$ cat src/common/dcct_params.svh
`ifndef DCCT_PARAMS_SVH
`define DCCT_PARAMS_SVH

// register indexes; byte address is four times the index
`define DCCT_IDX_BYTE_CTRL 4'h0
`define DCCT_IDX_SHARED 4'h1
`define DCCT_IDX_WORD_CTRL 4'h2
`define DCCT_IDX_RUN_SYNC 4'h3
`define DCCT_IDX_BYTE_HOLD_LO 4'h4
`define DCCT_IDX_BYTE_HOLD_HI 4'h5
`define DCCT_IDX_WORD_HOLD_LO 4'h6
`define DCCT_IDX_WORD_HOLD_HI 4'h7
`define DCCT_IDX_WORD_CAP_LO 4'h8
`define DCCT_IDX_WORD_CAP_HI 4'h9
`define DCCT_IDX_BYTE_CAP_LO 4'hA
`define DCCT_IDX_BYTE_CAP_HI 4'hB

// byte and word counter control fields
`define DCCT_CTL_RUN 7
`define DCCT_CTL_ONESHOT 6
`define DCCT_CTL_TIMEOUT 5
`define DCCT_CTL_CLK_HI 4
`define DCCT_CTL_CLK_LO 3
`define DCCT_CTL_BYTE_CAPMODE 2
`define DCCT_CTL_WORD_CAPIE 2
`define DCCT_CTL_TOIE 1
`define DCCT_CTL_PINSEL 0

// shared counter control fields
`define DCCT_SH_SEL_ALT 7
`define DCCT_SH_EDGE_HI 5
`define DCCT_SH_EDGE_LO 4
`define DCCT_SH_IGNORE 3
`define DCCT_SH_DEMOD 2
`define DCCT_SH_FLAG_RISE 1
`define DCCT_SH_FLAG_FALL 0

// run and sync control fields
`define DCCT_RS_WORD_RUN 7
`define DCCT_RS_BYTE_RUN 6
`define DCCT_RS_SYNC 5
`define DCCT_RS_RSVD 5'h1F

// reset values and fixed counts
`define DCCT_BYTE_RST 8'h00
`define DCCT_WORD_RST 16'h0000
`define DCCT_BYTE_FULL 8'hFF

`endif

$ cat src/common/dcct_pkg.sv
package dcct_pkg;
    typedef logic [7:0] dcct_byte_t;
    typedef logic [15:0] dcct_word_t;
    typedef logic [2:0] dcct_pre_t;
endpackage

$ cat src/hw/dcct_counter.sv
`timescale 1ns/1ps
`default_nettype none
// reloadable down counter with terminal count pulse
module dcct_counter #(
    parameter int WIDTH = 8
) (
    input wire logic mclk_in,
    input wire logic resetn_in,
    input wire logic tick_in,
    input wire logic run_in,
    input wire logic load_in,
    input wire logic [WIDTH-1:0] load_val_in,
    output logic [WIDTH-1:0] count_out,
    output logic tc_out
);
    logic [WIDTH-1:0] count_reg;
    logic [WIDTH-1:0] count_next;
    logic tc_reg;
    logic tc_next;

    // load wins; at zero reload and flag terminal count
    always_comb
    begin
        count_next = count_reg;
        tc_next = 1'b0;
        if (load_in)
        begin
            count_next = load_val_in;
        end
        else if (run_in && tick_in)
        begin
            if (count_reg == '0)
            begin
                count_next = load_val_in;
                tc_next = 1'b1;
            end
            else
            begin
                count_next = count_reg - 1'b1;
            end
        end
    end

    always_ff @(posedge mclk_in or negedge resetn_in)
    begin
        if (!resetn_in)
        begin
            count_reg <= '0;
            tc_reg <= 1'b0;
        end
        else
        begin
            count_reg <= count_next;
            tc_reg <= tc_next;
        end
    end

    assign count_out = count_reg;
    assign tc_out = tc_reg;
endmodule // dcct_counter
`default_nettype wire

$ cat src/hw/dcct_timers.sv
`include "dcct_params.svh"
`timescale 1ns/1ps
`default_nettype none
module dcct_timers
    import dcct_pkg::*;
(
    input wire logic mclk_in,
    input wire logic resetn_in,
    input wire logic [5:0] avs_address_in,
    input wire logic avs_read_in,
    input wire logic avs_write_in,
    input wire logic [31:0] avs_writedata_in,
    input wire logic [3:0] avs_byteenable_in,
    output logic [31:0] avs_readdata_out,
    output logic avs_waitrequest_out,
    input wire logic comparator_capable_input_in,
    input wire logic alternate_edge_input_in,
    input wire logic word_port_data_in,
    input wire logic byte_port_data_in,
    output logic word_counter_output_pin_out,
    output logic byte_counter_output_pin_out,
    output logic interrupt_line_three_out,
    output logic interrupt_line_four_out
);
    // register state
    dcct_byte_t byte_ctrl_reg, byte_ctrl_next;
    dcct_byte_t shared_reg, shared_next;
    dcct_byte_t word_ctrl_reg, word_ctrl_next;
    logic sync_reg, sync_next;
    dcct_byte_t byte_hold_lo_reg, byte_hold_lo_next;
    dcct_byte_t byte_hold_hi_reg, byte_hold_hi_next;
    dcct_word_t word_hold_reg, word_hold_next;
    dcct_word_t word_cap_reg, word_cap_next;
    dcct_byte_t byte_cap_lo_reg, byte_cap_lo_next;
    dcct_byte_t byte_cap_hi_reg, byte_cap_hi_next;
    logic [31:0] rdata_reg, rdata_next;
    logic wait_reg, wait_next;
    // counter side state
    dcct_pre_t pre_reg, pre_next;
    logic [1:0] sync1_reg, sync2_reg;
    logic prev_reg, prev_next;
    logic byte_out_reg, byte_out_next;
    logic word_out_reg, word_out_next;
    logic word_prev_reg, word_prev_next;
    logic edge_seen_reg, edge_seen_next;
    logic byte_run_q_reg, word_run_q_reg;
    logic word_pin_reg, word_pin_next;
    logic byte_pin_reg, byte_pin_next;
    logic interrupt_line_three_reg, interrupt_line_three_next;
    logic interrupt_line_four_reg, interrupt_line_four_next;
    // combinational helpers
    logic wr_take, rd_take;
    logic [3:0] idx;
    dcct_byte_t wd;
    logic lvl, rise, fall, demod_edge, word_cap_ev, byte_cap_ev;
    logic byte_tick, word_tick, byte_load, word_load, sync_align;
    dcct_byte_t byte_count, byte_ld;
    dcct_word_t word_count;
    logic byte_tc, word_tc;

    // prescaler tick for a two-bit clock select
    function automatic logic pre_tick(input logic [1:0] sel,
                                      input dcct_pre_t pre);
        logic t;
        t = 1'b1;
        case (sel)
            2'h1: t = pre[0];
            2'h2: t = &pre[1:0];
            2'h3: t = &pre;
            default: t = 1'b1;
        endcase
        return t;
    endfunction

    // bus handshake terms; one wait cycle then one ready cycle
    assign idx = avs_address_in[5:2];
    assign wd = avs_writedata_in[7:0];
    assign wr_take = avs_write_in && !wait_reg && avs_byteenable_in[0];
    assign rd_take = avs_read_in && wait_reg;

    // edge input selection and edge detection
    assign lvl = shared_reg[`DCCT_SH_SEL_ALT] ? sync2_reg[1]
                                               : sync2_reg[0];
    assign rise = lvl && !prev_reg;
    assign fall = !lvl && prev_reg;
    always_comb
    begin
        case (shared_reg[`DCCT_SH_EDGE_HI:`DCCT_SH_EDGE_LO])
            2'h0: demod_edge = fall;
            2'h1: demod_edge = rise;
            default: demod_edge = rise || fall;
        endcase
    end
    // first edge only when ignore bit set
    assign word_cap_ev = shared_reg[`DCCT_SH_DEMOD] && word_ctrl_reg[7]
        && demod_edge
        && !(shared_reg[`DCCT_SH_IGNORE] && edge_seen_reg);
    assign byte_cap_ev = byte_ctrl_reg[`DCCT_CTL_BYTE_CAPMODE]
        && byte_ctrl_reg[`DCCT_CTL_RUN] && (rise || fall);

    // free running prescaler gives a partial first tick
    assign byte_tick = pre_tick(byte_ctrl_reg[4:3], pre_reg);
    assign word_tick = pre_tick(word_ctrl_reg[4:3], pre_reg);
    // carrier restarts on the rising word counter output
    assign sync_align = sync_reg && word_out_reg && !word_prev_reg
        && byte_ctrl_reg[`DCCT_CTL_RUN];
    assign byte_load = (byte_ctrl_reg[7] && !byte_run_q_reg)
        || byte_cap_ev || sync_align;
    assign word_load = (word_ctrl_reg[7] && !word_run_q_reg)
        || word_cap_ev;
    assign byte_ld = byte_ctrl_reg[`DCCT_CTL_BYTE_CAPMODE] ? `DCCT_BYTE_FULL
        : (byte_out_reg ? byte_hold_lo_reg : byte_hold_hi_reg);

    dcct_counter #(.WIDTH(8)) u_byte (
        .mclk_in(mclk_in),
        .resetn_in(resetn_in),
        .tick_in(byte_tick),
        .run_in(byte_ctrl_reg[`DCCT_CTL_RUN]),
        .load_in(byte_load),
        .load_val_in(byte_ld),
        .count_out(byte_count),
        .tc_out(byte_tc)
    );

    dcct_counter #(.WIDTH(16)) u_word (
        .mclk_in(mclk_in),
        .resetn_in(resetn_in),
        .tick_in(word_tick),
        .run_in(word_ctrl_reg[`DCCT_CTL_RUN]),
        .load_in(word_load),
        .load_val_in(word_hold_reg),
        .count_out(word_count),
        .tc_out(word_tc)
    );

    // register writes, status flags and captures
    always_comb
    begin
        byte_ctrl_next = byte_ctrl_reg;
        shared_next = shared_reg;
        word_ctrl_next = word_ctrl_reg;
        sync_next = sync_reg;
        byte_hold_lo_next = byte_hold_lo_reg;
        byte_hold_hi_next = byte_hold_hi_reg;
        word_hold_next = word_hold_reg;
        word_cap_next = word_cap_reg;
        byte_cap_lo_next = byte_cap_lo_reg;
        byte_cap_hi_next = byte_cap_hi_reg;
        if (wr_take)
        begin
            if (idx == `DCCT_IDX_BYTE_CTRL)
            begin
                byte_ctrl_next = {wd[7:6], byte_ctrl_reg[5] && !wd[5],
                                  wd[4:0]};
            end
            else if (idx == `DCCT_IDX_SHARED)
            begin
                shared_next = {wd[7:2], shared_reg[1:0] & ~wd[1:0]};
            end
            else if (idx == `DCCT_IDX_WORD_CTRL)
            begin
                word_ctrl_next = {wd[7:6], word_ctrl_reg[5] && !wd[5],
                                  wd[4:0]};
            end
            else if (idx == `DCCT_IDX_RUN_SYNC)
            begin
                word_ctrl_next[`DCCT_CTL_RUN] = wd[`DCCT_RS_WORD_RUN];
                byte_ctrl_next[`DCCT_CTL_RUN] = wd[`DCCT_RS_BYTE_RUN];
                sync_next = wd[`DCCT_RS_SYNC];
            end
            else if (idx == `DCCT_IDX_BYTE_HOLD_LO)
            begin
                byte_hold_lo_next = wd;
            end
            else if (idx == `DCCT_IDX_BYTE_HOLD_HI)
            begin
                byte_hold_hi_next = wd;
            end
            else if (idx == `DCCT_IDX_WORD_HOLD_LO)
            begin
                word_hold_next[7:0] = wd;
            end
            else if (idx == `DCCT_IDX_WORD_HOLD_HI)
            begin
                word_hold_next[15:8] = wd;
            end
            // capture registers and others: write ignored
        end
        // hardware sets win over software clears
        if (byte_tc)
        begin
            byte_ctrl_next[`DCCT_CTL_TIMEOUT] = 1'b1;
            if (byte_ctrl_reg[`DCCT_CTL_ONESHOT])
            begin
                byte_ctrl_next[`DCCT_CTL_RUN] = 1'b0;
            end
        end
        if (word_tc)
        begin
            word_ctrl_next[`DCCT_CTL_TIMEOUT] = 1'b1;
            if (word_ctrl_reg[`DCCT_CTL_ONESHOT])
            begin
                word_ctrl_next[`DCCT_CTL_RUN] = 1'b0;
            end
        end
        if (rise)
        begin
            shared_next[`DCCT_SH_FLAG_RISE] = 1'b1;
        end
        if (fall)
        begin
            shared_next[`DCCT_SH_FLAG_FALL] = 1'b1;
        end
        if (word_cap_ev)
        begin
            word_cap_next = word_hold_reg - word_count;
        end
        if (byte_cap_ev && prev_reg)
        begin
            byte_cap_hi_next = `DCCT_BYTE_FULL - byte_count;
        end
        if (byte_cap_ev && !prev_reg)
        begin
            byte_cap_lo_next = `DCCT_BYTE_FULL - byte_count;
        end
    end

    // read mux, wait state and counter side next values
    always_comb
    begin
        rdata_next = rdata_reg;
        wait_next = !(avs_read_in || avs_write_in) || !wait_reg;
        if (rd_take)
        begin
            rdata_next = 32'h0000_0000;
            if (idx == `DCCT_IDX_BYTE_CTRL)
                rdata_next[7:0] = byte_ctrl_reg;
            else if (idx == `DCCT_IDX_SHARED)
                rdata_next[7:0] = shared_reg;
            else if (idx == `DCCT_IDX_WORD_CTRL)
                rdata_next[7:0] = word_ctrl_reg;
            else if (idx == `DCCT_IDX_RUN_SYNC)
                rdata_next[7:0] = {word_ctrl_reg[7], byte_ctrl_reg[7],
                                   sync_reg, `DCCT_RS_RSVD};
            else if (idx == `DCCT_IDX_BYTE_HOLD_LO)
                rdata_next[7:0] = byte_hold_lo_reg;
            else if (idx == `DCCT_IDX_BYTE_HOLD_HI)
                rdata_next[7:0] = byte_hold_hi_reg;
            else if (idx == `DCCT_IDX_WORD_HOLD_LO)
                rdata_next[7:0] = word_hold_reg[7:0];
            else if (idx == `DCCT_IDX_WORD_HOLD_HI)
                rdata_next[7:0] = word_hold_reg[15:8];
            else if (idx == `DCCT_IDX_WORD_CAP_LO)
                rdata_next[7:0] = word_cap_reg[7:0];
            else if (idx == `DCCT_IDX_WORD_CAP_HI)
                rdata_next[7:0] = word_cap_reg[15:8];
            else if (idx == `DCCT_IDX_BYTE_CAP_LO)
                rdata_next[7:0] = byte_cap_lo_reg;
            else if (idx == `DCCT_IDX_BYTE_CAP_HI)
                rdata_next[7:0] = byte_cap_hi_reg;
        end
        pre_next = pre_reg + 3'h1;
        prev_next = lvl;
        word_prev_next = word_out_reg;
        edge_seen_next = (edge_seen_reg || word_cap_ev) && !word_load
            && word_ctrl_reg[7];
        if (word_cap_ev)
            edge_seen_next = 1'b1;
        byte_out_next = sync_align ? 1'b1 : (byte_out_reg ^ byte_tc);
        word_out_next = word_out_reg ^ word_tc;
        word_pin_next = word_ctrl_reg[`DCCT_CTL_PINSEL] ? word_out_reg
                                           : word_port_data_in;
        byte_pin_next = byte_ctrl_reg[`DCCT_CTL_PINSEL] ? byte_out_reg
                                           : byte_port_data_in;
        interrupt_line_three_next = (word_tc && word_ctrl_reg[`DCCT_CTL_TOIE])
            || (word_cap_ev && word_ctrl_reg[`DCCT_CTL_WORD_CAPIE]);
        interrupt_line_four_next = byte_tc && byte_ctrl_reg[`DCCT_CTL_TOIE];
    end

    // register and status flip-flops; sync bit cleared here on reset or by a run and sync write with bit 5 low
    always_ff @(posedge mclk_in or negedge resetn_in)
    begin
        if (!resetn_in)
        begin
            byte_ctrl_reg <= `DCCT_BYTE_RST;
            shared_reg <= `DCCT_BYTE_RST;
            word_ctrl_reg <= `DCCT_BYTE_RST;
            sync_reg <= 1'b0;
            byte_hold_lo_reg <= `DCCT_BYTE_RST;
            byte_hold_hi_reg <= `DCCT_BYTE_RST;
            word_hold_reg <= `DCCT_WORD_RST;
            word_cap_reg <= `DCCT_WORD_RST;
            byte_cap_lo_reg <= `DCCT_BYTE_RST;
            byte_cap_hi_reg <= `DCCT_BYTE_RST;
            rdata_reg <= 32'h0000_0000;
            wait_reg <= 1'b1;
        end
        else
        begin
            byte_ctrl_reg <= byte_ctrl_next;
            shared_reg <= shared_next;
            word_ctrl_reg <= word_ctrl_next;
            sync_reg <= sync_next;
            byte_hold_lo_reg <= byte_hold_lo_next;
            byte_hold_hi_reg <= byte_hold_hi_next;
            word_hold_reg <= word_hold_next;
            word_cap_reg <= word_cap_next;
            byte_cap_lo_reg <= byte_cap_lo_next;
            byte_cap_hi_reg <= byte_cap_hi_next;
            rdata_reg <= rdata_next;
            wait_reg <= wait_next;
        end
    end

    // pin synchronisers, counter side state and outputs
    always_ff @(posedge mclk_in or negedge resetn_in)
    begin
        if (!resetn_in)
        begin
            sync1_reg <= 2'h0;
            sync2_reg <= 2'h0;
            prev_reg <= 1'b0;
            pre_reg <= 3'h0;
            word_prev_reg <= 1'b0;
            edge_seen_reg <= 1'b0;
            byte_run_q_reg <= 1'b0;
            word_run_q_reg <= 1'b0;
            byte_out_reg <= 1'b0;
            word_out_reg <= 1'b0;
            word_pin_reg <= 1'b0;
            byte_pin_reg <= 1'b0;
            interrupt_line_three_reg <= 1'b0;
            interrupt_line_four_reg <= 1'b0;
        end
        else
        begin
            sync1_reg <= {alternate_edge_input_in,
                          comparator_capable_input_in};
            sync2_reg <= sync1_reg;
            prev_reg <= prev_next;
            pre_reg <= pre_next;
            word_prev_reg <= word_prev_next;
            edge_seen_reg <= edge_seen_next;
            byte_run_q_reg <= byte_ctrl_reg[`DCCT_CTL_RUN];
            word_run_q_reg <= word_ctrl_reg[`DCCT_CTL_RUN];
            byte_out_reg <= byte_out_next;
            word_out_reg <= word_out_next;
            word_pin_reg <= word_pin_next;
            byte_pin_reg <= byte_pin_next;
            interrupt_line_three_reg <= interrupt_line_three_next;
            interrupt_line_four_reg <= interrupt_line_four_next;
        end
    end

    assign avs_readdata_out = rdata_reg;
    assign avs_waitrequest_out = wait_reg;
    assign word_counter_output_pin_out = word_pin_reg;
    assign byte_counter_output_pin_out = byte_pin_reg;
    assign interrupt_line_three_out = interrupt_line_three_reg;
    assign interrupt_line_four_out = interrupt_line_four_reg;
endmodule // dcct_timers
`default_nettype wire

$ cat config.mk
export PLATFORM = sky130hd
export DESIGN_NAME = dcct_timers
export DESIGN_NICKNAME = d
export VERILOG_FILES = /design/src/common/dcct_pkg.sv /design/src/hw/dcct_counter.sv /design/src/hw/dcct_timers.sv
export VERILOG_INCLUDE_DIRS = /design/src /design/src/common
export SDC_FILE = /design/constraint.sdc
export NUM_CORES = 1
export LEC_CHECK = 0
export ABC_AREA = 1
export BUFFER_PORTS_ARGS = -buffer_cell sky130_fd_sc_hd__buf_2
export CAP_MARGIN = 15
export CELL_PAD_IN_SITES_DETAIL_PLACEMENT = 1
export CELL_PAD_IN_SITES_GLOBAL_PLACEMENT = 2
export CORE_MARGIN = 2
export CORE_UTILIZATION = 25
export CTS_BUF_LIST = sky130_fd_sc_hd__clkbuf_8
export DETAILED_ROUTE_END_ITERATION = 10
export GPL_TIMING_DRIVEN = 0
export PLACE_DENSITY_LB_ADDON = 0.1
export SETUP_SLACK_MARGIN = 0.2
export SYNTH_ARGS = -nofsm -noshare
export SYNTH_HDL_FRONTEND = slang
export SYNTH_HIERARCHICAL = 1
export SYNTH_SLANG_ARGS = --single-unit
$ cat constraint.sdc
create_clock -name mclk_in -period 4.3 [get_ports mclk_in]
set_input_delay 0.215 -clock mclk_in [delete_from_list [all_inputs] [get_ports mclk_in]]
set_output_delay 0.215 -clock mclk_in [all_outputs]
set_load 0.1 [all_outputs]
**Yosys cells after proc, flatten, opt, wreduce, memory -nomap -nowiden**

Cells that the tools add are included.
Widths: inputs -> output; s select.

- $add $sub $neg: 5
- Equality and inequality tests: 22
- Mux-type cells: 57
- Bitwise operators: 11
- Reduce and logical (&&, ||, !) cells: 73

Operator list:

| kind | number |
|---|---|
| $mux 8 | 21 |
| $mux 16 | 3 |
| $logic_and 1x1->1 | 27 |
| $mux 1 | 25 |
| $reduce_bool 2->1 | 10 |
| $eq 4x3->1 const B | 4 |
| $eq 4x4->1 const B | 4 |
| $logic_not 16->1 | 1 |
| $sub 16x1->16 const B | 1 |
| $sub 16x16->16 | 1 |
| $mux 7 | 2 |
| $reduce_and 3->1 | 4 |
| $logic_not 1->1 | 10 |
| $reduce_and 9->1 | 1 |
| $eq 2x2->1 const B | 4 |
| $eq 4x2->1 const B | 2 |
| $logic_not 8->1 | 1 |
| $logic_or 1x1->1 | 8 |
| $reduce_and 4->1 | 2 |
| $reduce_and 8->1 | 1 |
| $sub 8x1->8 const B | 1 |
| $sub 8x8->8 const A | 1 |
| $not 1->1 | 7 |
| $reduce_and 7->1 | 1 |
| other kinds (16) | 26 |

- Flip-flop bits (word level): 142

**Depth between registers and ports, before layout**

Gate-level depths: netlist of run 1.

- Depth after elaboration: 13
- Gate-level depth with buffers: 17
- Gate-level depth less buffers: 15

**Modules after synthesis**

Netlist of run 1, hierarchy kept.

By module, submodules not included:

| module | times used | cells an instance | area each (um2) |
|---|---|---|---|
| dcct_timers | 1 | 822 | 6,454.9 |
| dcct_counter at u_word | 1 | 212 | 1,350.0 |
| dcct_counter at u_byte | 1 | 93 | 651.9 |

**Worst setup path before layout of run 1**

Ideal clock, no wire load.

- Kind: register to register
- Start point: reg shared_reg[7]
- End point: reg u_word.count_reg[10], in the netlist u_word/count_out[10]
- Arrival: 2.519 ns
- Setup slack: 1.663 ns
- Cell stages (with the launch flop): 15
- Buffers on the path: 3
- Clock period less this slack: 2.637 ns
- Cell sequence: dfrtp_1 o21ai_0 inv_1 ha_1 a221oi_1 nand2_1 clkbuf_1 buf_2 o21ai_0 inv_2 nand2_1 inv_2 clkbuf_1 nand2_1 nand2_1

- Word-level cells in the longest chain between the ends: 9

Ends and longest elaborated chain:

| what | RTL line | source |
|---|---|---|
| start, declared | dcct_timers.sv:27 | `dcct_byte_t shared_reg, shared_next;` |
| start signal, assigned | dcct_timers.sv:286 | `` shared_reg <= `DCCT_BYTE_RST; `` |
| start signal, assigned | dcct_timers.sv:301 | `shared_reg <= shared_next;` |
| $mux 1 (*) | dcct_timers.sv:82 | `` assign lvl = shared_reg[`DCCT_SH_SEL_ALT] ? sync2_reg[1] `` |
| net lvl | dcct_timers.sv:55 | `logic lvl, rise, fall, demod_edge, word_cap_ev, byte_cap_ev;` |
| $logic_not 1->1 | dcct_timers.sv:85 | `assign fall = !lvl && prev_reg;` |
| $logic_and 1x1->1 | dcct_timers.sv:85 |  |
| $logic_or 1x1->1 | dcct_timers.sv:91 | `default: demod_edge = rise \|\| fall;` |
| $pmux 1 s2 (*) | dcct_timers.sv:88 | `` case (shared_reg[`DCCT_SH_EDGE_HI:`DCCT_SH_EDGE_LO]) `` |
| $logic_and 1x1->1 (*) (2 in series) | dcct_timers.sv:95 | `` assign word_cap_ev = shared_reg[`DCCT_SH_DEMOD] && word_ctrl_reg[7] `` |
| $logic_or 1x1->1 (*) | dcct_timers.sv:110 | `\|\| word_cap_ev;` |
| net word_load | dcct_timers.sv:56 | `logic byte_tick, word_tick, byte_load, word_load, sync_align;` |
| $mux 16 or $reduce_bool 2->1 (tied branches) | n/a |  |
| end signal, assigned | dcct_counter.sv:53 | `count_reg <= count_next;` |
| end, declared | dcct_counter.sv:16 | `logic [WIDTH-1:0] count_reg;` |

Mark *: on every way through the listed nets, which the timed path passes. The rest lies on a longest branch.
A chain may end at the register's enable or synchronous reset.

**Final worst setup path of run 1**

- Start point: reg shared_reg[7]
- End point: reg u_word.count_reg[13], in the netlist u_word/count_out[13]

The elaborated chain is that of the path after synthesis.

==> results.txt, run 1 <==
* CTS HTree Levels: 4
- The first global-routing pass estimated between 40 and 50 mm of wire.
- Measured slew at the worst slew-check pin: roughly 0.58 ns
- Initial antenna violation count: 0
- Synth Register Bits: around 140
* Overall Power: approximately 0.0059 W
- Global routing used about 17% of the available tracks across all layers.
- Wirelength, routed: slightly below 30 mm
- At the later pin of the worst-skew pair, clock insertion delay measures ~0.48 ns.
* Remaining antenna violation count: 0
* Yosys warnings: 6
- Fraction of the mapped netlist area in compound gates: approximately an eighth
- Worst slew margin: 61.62%
- The worst setup path is launched from a flip-flop.
- For this design the ratio of total power to cell area is 596.6 nW/um^2.
- Dividing the detail-routed via count by the number of cells gives about 4.4.
- In the final layout, flip-flops and latches occupy approximately 3600 um^2.
- Crit-path max FO: 16
- Floorplan Core Area: 33450 um^2
- Summed over all layers, the global routing overflow is 0.
- After filler insertion, the fill cell instance count of the layout stands at ~4100.
* Async set-or-reset flop fraction in the synthesized netlist: between 90% and 100%
- The first TritonRoute pass finished after 4 iterations.
- The via count of the first global-routing pass was 7636.
* Crit Path Category: flip-flop to flip-flop
* Share of cells above drive strength 1: ~15%
* Largest net degree at the start of global routing: 79
- Drt initial violations: between 300 and 400
* Via total after detailed routing: between 7000 and 8000
* Adder and majority gate portion of the synthesized area: under 10%
- Cell row count: 67
- between 80 and 90 I/O pins were placed.
- Total CTS buffers: 17
- Yosys mapped a number of flops with a built-in enable equal to 0.
* Post-detailed-route DRC marker count: 0
- Each instance of the synthesized netlist takes up on average around 7.5 um^2.
* Count of different cell masters after synthesis: 50
- Post-layout min period: around 3.7 ns
* Number of max-cap violations: 0
- The min-delay analysis places its worst path in the category input port to flip-flop.
- Clock root buffer: sky130_fd_sc_hd__clkbuf_8
- CTS resizes: 0
- Summing all multi-input logic gate instances after layout gives slightly above 4000 um^2.
- Mux share of post-synthesis cell area: 0%
- Floorplan die area: roughly 35000 um^2
- Highest clock rate: around 0.27 GHz
- Setup repair after global routing left no endpoint under its margin.
* Initial core utilization: roughly a quarter
- Post-synthesis to final-layout area growth: 16.05%
* Final-layout setup total negative slack: 0 ns
- For the worst setup path, the data required time is ~4.7 ns.
- Dividing the detail-routed wire length by the instance count gives ~17 um.
* Buffer depth of the longest clock path: 2
* Final clock period utilization by the worst path: 85.28%
- Total Nets Final: between 1000 and 1500
- Fraction of the mapped netlist area in simple logic gates: around 30%
- Die Span X: around 190 um
* Max Clock Skew: approximately 0.021 ns
* Clock-pin transition on the worst setup and hold timing paths: 0.11 ns
- CTS saw 142 sinks.
* HPWL after DPL: ~22 mm
* Post-synthesis cell count: around 1100
- In the synthesized netlist the dominant register cell turns out to be sky130_fd_sc_hd__dfrtp_1.
* Final cell utilization of the core: around 30%
- Clock tree from TritonCTS: yes
* Final hold violations: 0
* Antenna diode count: 0
* Final setup viols: 0
- The floorplan step set the die height to around 190 um.
- Largest family of logic cells by synthesized area: simple AND/OR/NAND/NOR gates
- Xor-xnor portion of the synthesized cell area: 1.657%
- Post-CTS Setup Inserts: 0
- The mapped netlist covers 8457 um^2.
* Critical Path End Type: flip-flop
- Final Max Slew Viols: 0
- At the end of routability-driven placement, the weighted congestion stood at 0.7546.
- Leakage power summed over all cells: ~4.9 nW
* Sequential area share after synthesis: a little over two fifths
- Final hold analysis gives a worst-case slack of 0.07083 ns.
- Arrival time of data at the critical path endpoint: about 4.0 ns
- VDD sags by at most ~210 uV.
- Count of input and output buffers: 33
- The flow ran to the end, and the final reports show no timing, DRC or antenna violations.
-- what timing repair did --
| item | in CTS | in global routing |
|---|---|---|
| endpoints found under the hold margin | 69 | 0 |
| hold buffers | 7 | 0 |
| endpoints found under the setup margin | 2 | 0 |
-- per-stage QoR --
stage	worst slack (ns)	cells	area (um^2)
2_1_floorplan	1.663	1150	8543
3_3_place_gp	0.2852	1631	9269
3_5_place_dp	0.2382	1632	9306
4_1_cts	0.4801	1670	9814
5_1_grt	0.2315	1670	9814
6_report	0.6331	1670	9814
-- metal layers --
layer / global-route usage [%] / routed length [um] / vias to the layer above / share of wire [%]
met3: 2.864 / 634 / 12 / 2.2
li1: - / - / 3701 / -
met2: 29.33 / 14100 / 72 / 48
met1: 23.43 / 14100 / 3562 / 48
met4: 3.271 / 289 / 0 / 0.99
met5: 0 / 0 / - / 0
-- critical path, stage by stage, from the launching register on --
cell and delay, ns:
sky130_fd_sc_hd__dfrtp_1 0.45, sky130_fd_sc_hd__o21ai_0 0.30, sky130_fd_sc_hd__inv_1 0.10, sky130_fd_sc_hd__ha_1 0.38, sky130_fd_sc_hd__a221oi_1 0.13, sky130_fd_sc_hd__nand2_1 0.17, sky130_fd_sc_hd__clkbuf_1 0.36, sky130_fd_sc_hd__buf_2 0.36
sky130_fd_sc_hd__o21ai_0 0.20, sky130_fd_sc_hd__inv_2 0.23, sky130_fd_sc_hd__nand2_1 0.25, sky130_fd_sc_hd__inv_2 0.35, sky130_fd_sc_hd__a21oi_1 0.12, sky130_fd_sc_hd__nand2_1 0.09, sky130_fd_sc_hd__nand2_1 0.04
-- final timing paths --
| path | from | end | slack, ns | depth (start not counted) |
|---|---|---|---|---|
| worst min-delay path | avs_writedata_in[5] | word_ctrl_reg[5] | 0.07 | 4 |
| worst min register to register | sync1_reg[1] | sync2_reg[1] | 0.35 | 0 |
| max in group asynchronous | resetn_in | avs_waitrequest_out | 3.14 | 3 |
| worst max register to register | shared_reg[7] | u_word/count_out[13] | 0.63 | 14 |
| worst max-delay path | shared_reg[7] | u_word/count_out[13] | 0.63 | 14 |
| min in group asynchronous | resetn_in | byte_cap_hi_reg[7] | 0.29 | 2 |
-- placed cells by master, fill, tap and decap left out, drive strengths merged, types with 2 or more instances in the layout --
master / count
inv: 165
buf: 72
xnor2: 9
clkinv: 3
clkinvlp: 2
nand3: 79
nor3: 4
nand2: 371
xor2: 7
conb: 24
a21oi: 37
dfrtp: 141
clkbuf: 21
nand4: 17
o22ai: 4
o21ai: 119
dlygate4sd3: 7
a221oi: 2
ha: 23
o31ai: 3
o211ai: 7
bufinv: 4
a21boi: 2
nor2: 90
-- power by group --
| group | internal [W] | switching (W) | total (W) | leakage (nW) |
|---|---|---|---|---|
| clock network | 0.000643 | 0.000623 | 0.00127 | 0.221 |
| logic | 0.000805 | 0.00167 | 0.00247 | 2.86 |
| registers | 0.00169 | 0.000423 | 0.00212 | 1.83 |
| total | 0.00314 | 0.00271 | 0.00586 | 4.91 |
-- Yosys cell counts (all sizes together), types with 2 or more instances --
master | n | area share [%]
ha | 23 | 3.4
nor2 | 90 | 5.5
buf | 38 | 3.6
o31ai | 3 | 0.27
o211ai | 7 | 0.62
xor2 | 7 | 0.72
nand3 | 79 | 4.9
nand2 | 371 | 18
a21oi | 37 | 2.2
xnor2 | 9 | 0.93
nand4 | 17 | 1.3
o21ai | 119 | 7.7
nor3 | 4 | 0.30
o22ai | 4 | 0.30
a221oi | 2 | 0.28
dfrtp | 141 | 42
inv | 158 | 7.0
clkbuf | 5 | 0.22
a21boi | 2 | 0.18
-- cell families after synthesis --
logic type,count (synthesis)
buf+inv,202
fa+ha+maj,24
flops,142
simple gates,565
compound gates,177
other cells,1
xor+xnor,16
-- layout make-up --
cell class	count	area share, %
multi-input combinational	806	41.47
sequential	142	36.22
inverter	159	6.107
tap	448	5.711
buffer	42	3.213
timing repair buffer	41	2.779
clock buffer	17	2.384
clock inverter	15	2.116
Note: power is estimated with default switching activity, not from simulation.
==> run 2: changes to the inputs <==
CTS_BUF_LIST = sky130_fd_sc_hd__clkbuf_4   (was sky130_fd_sc_hd__clkbuf_8)
==> run 2 against run 1 <==
Net effect:
- clock power down 16%
- combinational power about the same
- sequential share of layout area up 0.22 points
- register-to-register slack worse by 0.05 ns
- final cell count up 0.30%
- utilization down 0.18 points
- wire length down 0.25%
- critical path depth unchanged
- largest power group unchanged
==> results.txt, run 2 (synthesis results as in run 1) <==
- The cell that appears most often on the critical path is sky130_fd_sc_hd__nand2_1.
- Floorplan Core Area: 33450 um^2
* Run status: completed
* Final setup viols: 0
- Die Span X: roughly 190 um
- Dividing the detail-routed wire length by the instance count gives 17.35 um.
- Across all register-to-register paths, the minimum setup slack is approximately 0.58 ns.
- Maximum vdd drop: 203.1 uV
- In this run the vertical extent of the chip is between 150 and 200 um.
- In this run the worst hold path is classified as input port to flip-flop.
- Setup repair after global routing left no endpoint under its margin.
- The via count of the first global-routing pass was around 7600.
- Maximum cell stage delay along the critical path: ~0.47 ns
- The critical path contains buffers and inverters numbering 5 combined.
- Grouping stages by cell kind, the critical path spends the most delay in buffers and inverters.
- Crit-path max FO: 16
* Critical-path cell list: o21ai_0, inv_1, ha_1, a221oi_1, nand2_1, clkbuf_1, buf_2, o21ai_0, inv_2, nand2_1, inv_2, a21oi_1, nand2_1, nand2_1
- Final hold violations: 0
- Worst slew margin: between 60% and 70%
- Buffer depth of the longest clock path: 2
- Number of top-level pins: between 80 and 90
- Initial antenna violation count: 1
- Length in cells of the worst reg-to-reg path: 14
* CTS resizes: 0
- Post-detailed-route DRC marker count: 0
- Cell Pwr Density: 580.4 nW/um^2
- Worst Min Path Start: avs_writedata_in[0]
- For this run, the top clock speed supported by timing is about 0.27 GHz.
- Counting instances, the worst hold path has a depth of 3.
* Cell row count: 67
- Leaving out fill and tap cells, the most frequent cell in the layout is sky130_fd_sc_hd__nand2_1.
- The later pin in the worst-skew pair is clocked with a latency of approximately 0.60 ns.
* Instance area after placement: slightly above 9000 um^2
* Final Max Slew Viols: 0
- Total Nets Final: around 1300
* Clock-pin transition on the worst setup and hold timing paths: 0.16 ns
- The initial utilization of the core area, before any placement, comes to around a quarter.
- Clock tree from TritonCTS: yes
- The tool flagged a number of max-cap violations equal to 0.
- Final-layout setup total negative slack: 0 ns
- After detailed routing, the number of vias per cell comes to about 4.4.
- For the pin with the worst max-slew slack, the measured transition is a little under 0.6 ns.
- Across the routed clock network, the largest skew measured is approximately 0.036 ns.
- Critical Path End Type: flip-flop
- Total CTS buffers: 17
* Via total after detailed routing: ~7400
* Arrival time of data at the critical path endpoint: ~4.2 ns
- End of the worst register-to-register path: u_word/count_out[13]
- In the layout the commonest cells are sky130_fd_sc_hd__nand2_1, sky130_fd_sc_hd__inv_1, sky130_fd_sc_hd__dfrtp_1.
- CTS built an H-tree with a depth of 4.
- First drt pass iteration count: 4
- Summed over all layers, the global routing overflow is 0.
- Share of cells above drive strength 1: between 10% and 20%
- Total number of clock tree sinks: ~140
- Final weighted congestion in routability-driven placement: 0.7546
* Remaining antenna violation count: 0
* Clock root buffer: sky130_fd_sc_hd__clkbuf_4
- Post-layout min period: between 3 and 4 ns
- In this run the critical register-to-register path is launched from shared_reg[7].
* Post-synthesis to final-layout area growth: 15.34%
* Floorplan die area: around 35000 um^2
* Startpoint type of the worst setup path: flip-flop
- In this run the static leakage power is 4.882 nW.
- Entering global routing, the biggest net connects 79 pins.
- Port buffering added 33 buffers.
- For this block, the routed nets add up to a little under 30 mm of wire.
- For this block, the initial DRC count from the detailed router was 288.
- The path with the worst hold slack has its endpoint at byte_ctrl_reg[0].
- With fillers left out, the area of the finished cells amounts to between 9000 and 10000 um^2.
- For this run, the total global-route usage over all layers was measured as 17.33%.
* Final clock period utilization by the worst path: ~87%
- Crit Path Category: flip-flop to flip-flop
- Worst Path Required: roughly 4.8 ns
- HPWL after DPL: ~22 mm
* Slowest cell on the critical path: sky130_fd_sc_hd__dfrtp_1
* First-pass GRT wire length: around 46 mm
==> run 2: changes by cell type in the layout (fill, tap and decap cells not counted), sizes merged <==
cell / change
clkbuf: +1
dlygate4sd3: +4
diode: +1
inv: -1
==> run 2: layout make-up <==
type | count | area, um^2
Antenna cell | 1 | 2.502
Timing Repair Buffer | 45 | 312.8
Clock buffer | 18 | 135.1
Multi-Input combinational cell | 806 | 4070
Tap cell | 448 | 560.5
Fill cell | 4130 | 23690
Inverter | 159 | 599.3
Buffer | 42 | 315.3
Sequential cell | 142 | 3555
Clock inverter | 14 | 203.9
==> run 2: report_power, final <==
| group | internal [W] | switching [W] |
|---|---|---|
| registers | 0.00169 | 0.000421 |
| logic | 0.000807 | 0.00167 |
| clock network | 0.000481 | 0.000594 |
| total | 0.00298 | 0.00268 |
==> run 2: stage by stage <==
stage | setup slack [ns] | util, % | power, W | hold WS (ns) | std cells
detailed placement | 0.2382 | 27.82 | 0.004674 | 0.2453 | 1632
global placement | 0.2852 | 27.71 | 0.004656 | 0.3251 | 1631
global route | 0.2034 | 29.16 | 0.006226 | 0.02800 | 1675
floorplan | 1.663 | - | 0.003867 | -0.08059 | 1150
finish | 0.5804 | 29.16 | 0.005662 | 0.07099 | 1675
CTS | 0.4638 | 29.15 | 0.005805 | 0.02610 | 1674
==> run 2: how the worst max path moves through the flow <==
stage / from / end / slack, ns / cells after the start
detailed placement: shared_reg[7] / u_word/count_out[12] / 0.24 / 14
CTS: shared_reg[7] / u_word/count_out[13] / 0.46 / 14
global placement: shared_reg[7] / u_word/count_out[5] / 0.29 / 14
floorplan: shared_reg[7] / u_word/count_out[10] / 1.66 / 14
global route: shared_reg[7] / u_word/count_out[13] / 0.20 / 14
finish: shared_reg[7] / u_word/count_out[13] / 0.58 / 14
==> run 2: tightest hold or removal path, delay by kind of cell <==
family          cells  cell delay [ns]
buf+inv             2             0.24
compound gates      1             0.18
==> run 2: metal layers <==
layer	vias to the layer above	GRT usage (%)	part of all wire (%)
met4	0	3.452	1.1
met2	54	29.43	48
met1	3575	23.36	49
met5	-	0	0
li1	3713	-	-
met3	11	2.695	1.5
==> run 2: timing repair <==
action / 4_1_cts / 5_1_grt
setup buffers: 0 / 0
hold endpoints to repair: 75 / 0
setup endpoints to repair: 10 / 0
hold buffers: 11 / 0
==> run 3: changes to the inputs <==
ABC_AREA = unset   (was 1)
PLACE_DENSITY_LB_ADDON = 0.15   (was 0.1)
==> run 3 against run 2 <==
Net effect:
- global-route usage up 0.25 points
- final cell count down 22%
- area after synthesis down 5.5%
- power down 6.6%
- design area down 5.5%
- largest power group is now sequential cells
==> results.txt, run 3 <==
- The flow ran to the end, and the final reports show no timing, DRC or antenna violations.
* Wirelength, routed: between 20 and 30 mm
* Maximum cell stage delay along the critical path: slightly above 0.4 ns
* Maximum vdd drop: ~220 uV
- Layout fillers: between 3000 and 4000
- Buffers inserted during clock tree synthesis total 17.
- Clock-pin transition on the worst setup and hold timing paths: about 0.14 ns
* EDFF count, synth: 0
- In the layout the commonest cells are sky130_fd_sc_hd__dfrtp_1, sky130_fd_sc_hd__nand2_1, sky130_fd_sc_hd__o21ai_0.
* Highest clock rate: about 0.28 GHz
* Length in cells of the worst reg-to-reg path: 11
* Floorplan Core Area: ~32000 um^2
- Worst slew margin: 42.47%
* Final setup viols: 0
- Max Clock Skew: ~0.025 ns
- The worst hold path begins at avs_writedata_in[7].
* Vias in the first global route: about 6500
- Post-synthesis to final-layout area growth: 15.24%
- In this run the horizontal extent of the chip is roughly 180 um.
- Setup repair after global routing left no endpoint under its margin.
* Number of top-level pins: between 80 and 90
- In the global route stage, overall resource usage came out at between 10% and 20%.
* Placement-stage worst setup slack: -0.6397 ns
- Sequential elements use 44.46% of the synthesized area.
- The worst hold path belongs to the class input port to flip-flop.
- Most instantiated flip-flop cell in the synthesis netlist: sky130_fd_sc_hd__dfrtp_1
* Design area: slightly above 9000 um^2
* Total number of clock tree sinks: approximately 140
- Counting every instance in the synthesized netlist gives 809.
* Commonest cells in the netlist: sky130_fd_sc_hd__dfrtp_1, sky130_fd_sc_hd__nand2_1, sky130_fd_sc_hd__o21ai_0, sky130_fd_sc_hd__mux2_2, sky130_fd_sc_hd__a21oi_1
- Worst Path Required: approximately 4.8 ns
- In this run the power spent charging and discharging nets is 0.002326 W.
- Arrival time of data at the critical path endpoint: 4.10 ns
- Cell row count: between 60 and 70
* Final weighted congestion in routability-driven placement: ~0.80
- The pre-antenna-repair detailed-routing pass consisted of 5 iterations.
- After clock tree synthesis, the setup repair step added 0 buffers.
- First-pass GRT wire length: around 43 mm
- Reg-to-Reg Start: shared_reg[7]
- Wire length per cell: around 22 um
- Hold Path Stages: 3
* Initial antenna violation count: 1
- Part of the power in combinational logic: between 40% and 50%
* CTS HTree Levels: 4
- Crit-path max FO: 10
* Remaining antenna violation count: 0
* Async set-or-reset flop fraction in the synthesized netlist: between 90% and 100%
- End of the worst register-to-register path: u_word/count_out[12]
* Mean number of vias per cell: 4.904
- For this run the aggregate overflow at the end of global routing stands at 0.
- HPWL after DPL: 21.17 mm
* Proportion of power drawn by the clock network: a little under a fifth
* Initial core utilization: 25.34%
- Reg2reg setup slack: 0.69 ns
* Drt initial violations: 326
* Smallest hold slack: roughly 0.071 ns
- Sequential cells burn between 40% and 50% of the power.
- Count of different cell masters after synthesis: 73
- Clock root buffer: sky130_fd_sc_hd__clkbuf_4
* Total Nets Final: around 970
* Slowest cell on the critical path: sky130_fd_sc_hd__dfrtp_1
* Clock tree from TritonCTS: yes
- Internal power consumption: 0.002961 W
- STA classifies the critical path endpoint as a flip-flop.
* Final Max Slew Viols: 0
- Post-detailed-route DRC marker count: 0
* Final clock period utilization by the worst path: a little over four fifths
- Instance area after placement: roughly 8800 um^2
- Leakage power summed over all cells: 4.128 nW
- Mean instance size in the synthesized netlist: between 9 and 10 um^2
- Critical-path cell list: mux2i_1, inv_1, ha_1, a221oi_1, o21ai_2, clkbuf_2, o21ai_2, nand2b_1, clkbuf_1, nand2_1, mux2_2
* Cell Pwr Density: 573.8 nW/um^2
- Via total after detailed routing: between 6000 and 7000
- The number of hold violations in the final report was 0.
- The tool flagged a number of max-cap violations equal to 0.
- Of the total power, the share spent switching nets is 44.00%.
- Most frequent standard cell in the layout excluding fill and tap cells: sky130_fd_sc_hd__dfrtp_1
- Summed over its instances, the top area cell type makes up 44.13% of the synthesized netlist area.
- Floorplan die area: 33430 um^2
- Final-layout setup total negative slack: 0 ns
- The clock reaches the later pin of the worst-skew pair after between 0.5 and 0.6 ns.
- Most common cell type on the critical path: sky130_fd_sc_hd__o21ai_2
- Port buffering added 31 buffers.
* Synth Register Bits: 142
* Synthesized area: about 8000 um^2
- Die height: between 150 and 200 um
* Post-layout min period: around 3.6 ns
- Yosys warnings: 6
- Ranking of synthesized cells by area: sky130_fd_sc_hd__dfrtp_1, sky130_fd_sc_hd__mux2_2, sky130_fd_sc_hd__o21ai_0, sky130_fd_sc_hd__nand2_1, sky130_fd_sc_hd__ha_1
- Of the cells placed in the final design, the portion with a size suffix greater than 1 is about a fifth.
* Buffer depth of the longest clock path: 2
- Setup slack on the critical path of the routed design comes to approximately 0.7 ns.
* Min-Delay Endpoint: word_ctrl_reg[7]
* Crit Path Category: flip-flop to flip-flop
- Most numerous cell in the Yosys netlist: sky130_fd_sc_hd__dfrtp_1
* Largest area contributor in the netlist: sky130_fd_sc_hd__dfrtp_1
- STA classifies the critical path startpoint as a flip-flop.
- Largest net degree at the start of global routing: a little over 100
* Measured slew at the worst slew-check pin: ~0.86 ns
[run 3: cell types whose count changed in the layout (fill, tap and decap cells not counted), sizes merged, moves of 14 or more]
cell,change
o21ai,-50
inv,-122
mux2,+54
nor3,+14
nand2,-284
nor2,-42
mux2i,+21
clkbuf,+17
nand3,-65
[run 3: critical path, delay by kind of cell (launching register included)]
kind,cells,cell delay (ns)
AOI/OAI and AO/OA,3,0.87
buffers and inverters,3,0.81
muxes,2,0.61
and+or+nand+nor,2,0.43
DFF,1,0.41
adders and majority gates,1,0.36
[run 3: final cells by class]
class | count | area (um^2) | area share (%)
Timing Repair Buffer | 44 | 312.8 | 3.395
Antenna cell | 1 | 2.502 | 0.02716
Clock buffer | 17 | 127.6 | 1.385
Tap cell | 402 | 503.0 | 5.459
Multi-Input combinational cell | 588 | 4045 | 43.90
Sequential cell | 142 | 3555 | 38.58
Buffer | 60 | 336.6 | 3.653
Clock inverter | 13 | 173.9 | 1.888
Inverter | 42 | 157.7 | 1.711
[run 3: cells by family (layout without fill, tap and decap cells)]
kind of cell / after synthesis / count (layout) / synth area share (%)
xor gates and xnor gates: 16 / 16 / 1.753
adders and majority gates: 24 / 24 / 3.850
AOI/OAI and AO/OA: 202 / 202 / 16.42
other: 1 / 25 / 0.04690
muxes: 81 / 81 / 11.92
DFF: 142 / 142 / 44.46
buffers and inverters: 102 / 176 / 6.150
and+or+nand+nor: 241 / 241 / 15.40
[run 3: how the worst max path moves through the flow]
stage,start,end,slack [ns],cells past startpoint
after floorplan,shared_reg[7],u_word/count_out[3],1.17,11
after global placement,shared_reg[7],u_word/count_out[3],-0.60,11
after detailed placement,shared_reg[7],u_word/count_out[3],-0.64,11
after CTS,shared_reg[7],u_word/count_out[3],0.31,11
after global routing,shared_reg[7],u_word/count_out[12],0.38,11
final,shared_reg[7],u_word/count_out[12],0.69,11
[run 3: metrics by stage]
stage,total power [W],instances,util (%)
after floorplan,0.003599,832,-
after global placement,0.004327,1265,27.70
after detailed placement,0.004341,1266,27.82
after CTS,0.005358,1308,29.18
after global routing,0.005676,1309,29.20
final,0.005287,1309,29.20
[run 3: power groups by stage]
stage	registers, W	clock network [W]	logic, W
after floorplan	0.00214	0	0.00145
after global placement	0.00221	0	0.00211
after detailed placement	0.00221	0	0.00213
after CTS	0.00218	0.00102	0.00216
after global routing	0.00224	0.00105	0.00238
final	0.00218	0.000976	0.00213
[run 3: timing repair]
action,in CTS,in global routing
setup endpoints to repair,16,6
endpoints found under the hold margin,167,0
resized for setup,4,3
hold buffers,12,0
[run 3: metal layers]
| layer | vias to the layer above | wire length (um) | GRT usage, % |
|---|---|---|---|
| met1 | 3270 | 14800 | 26.31 |
| li1 | 3046 | - | - |
| met3 | 11 | 670 | 2.025 |
| met4 | 0 | 234 | 3.744 |
| met2 | 92 | 12750 | 27.22 |
| met5 | - | 0 | 0 |
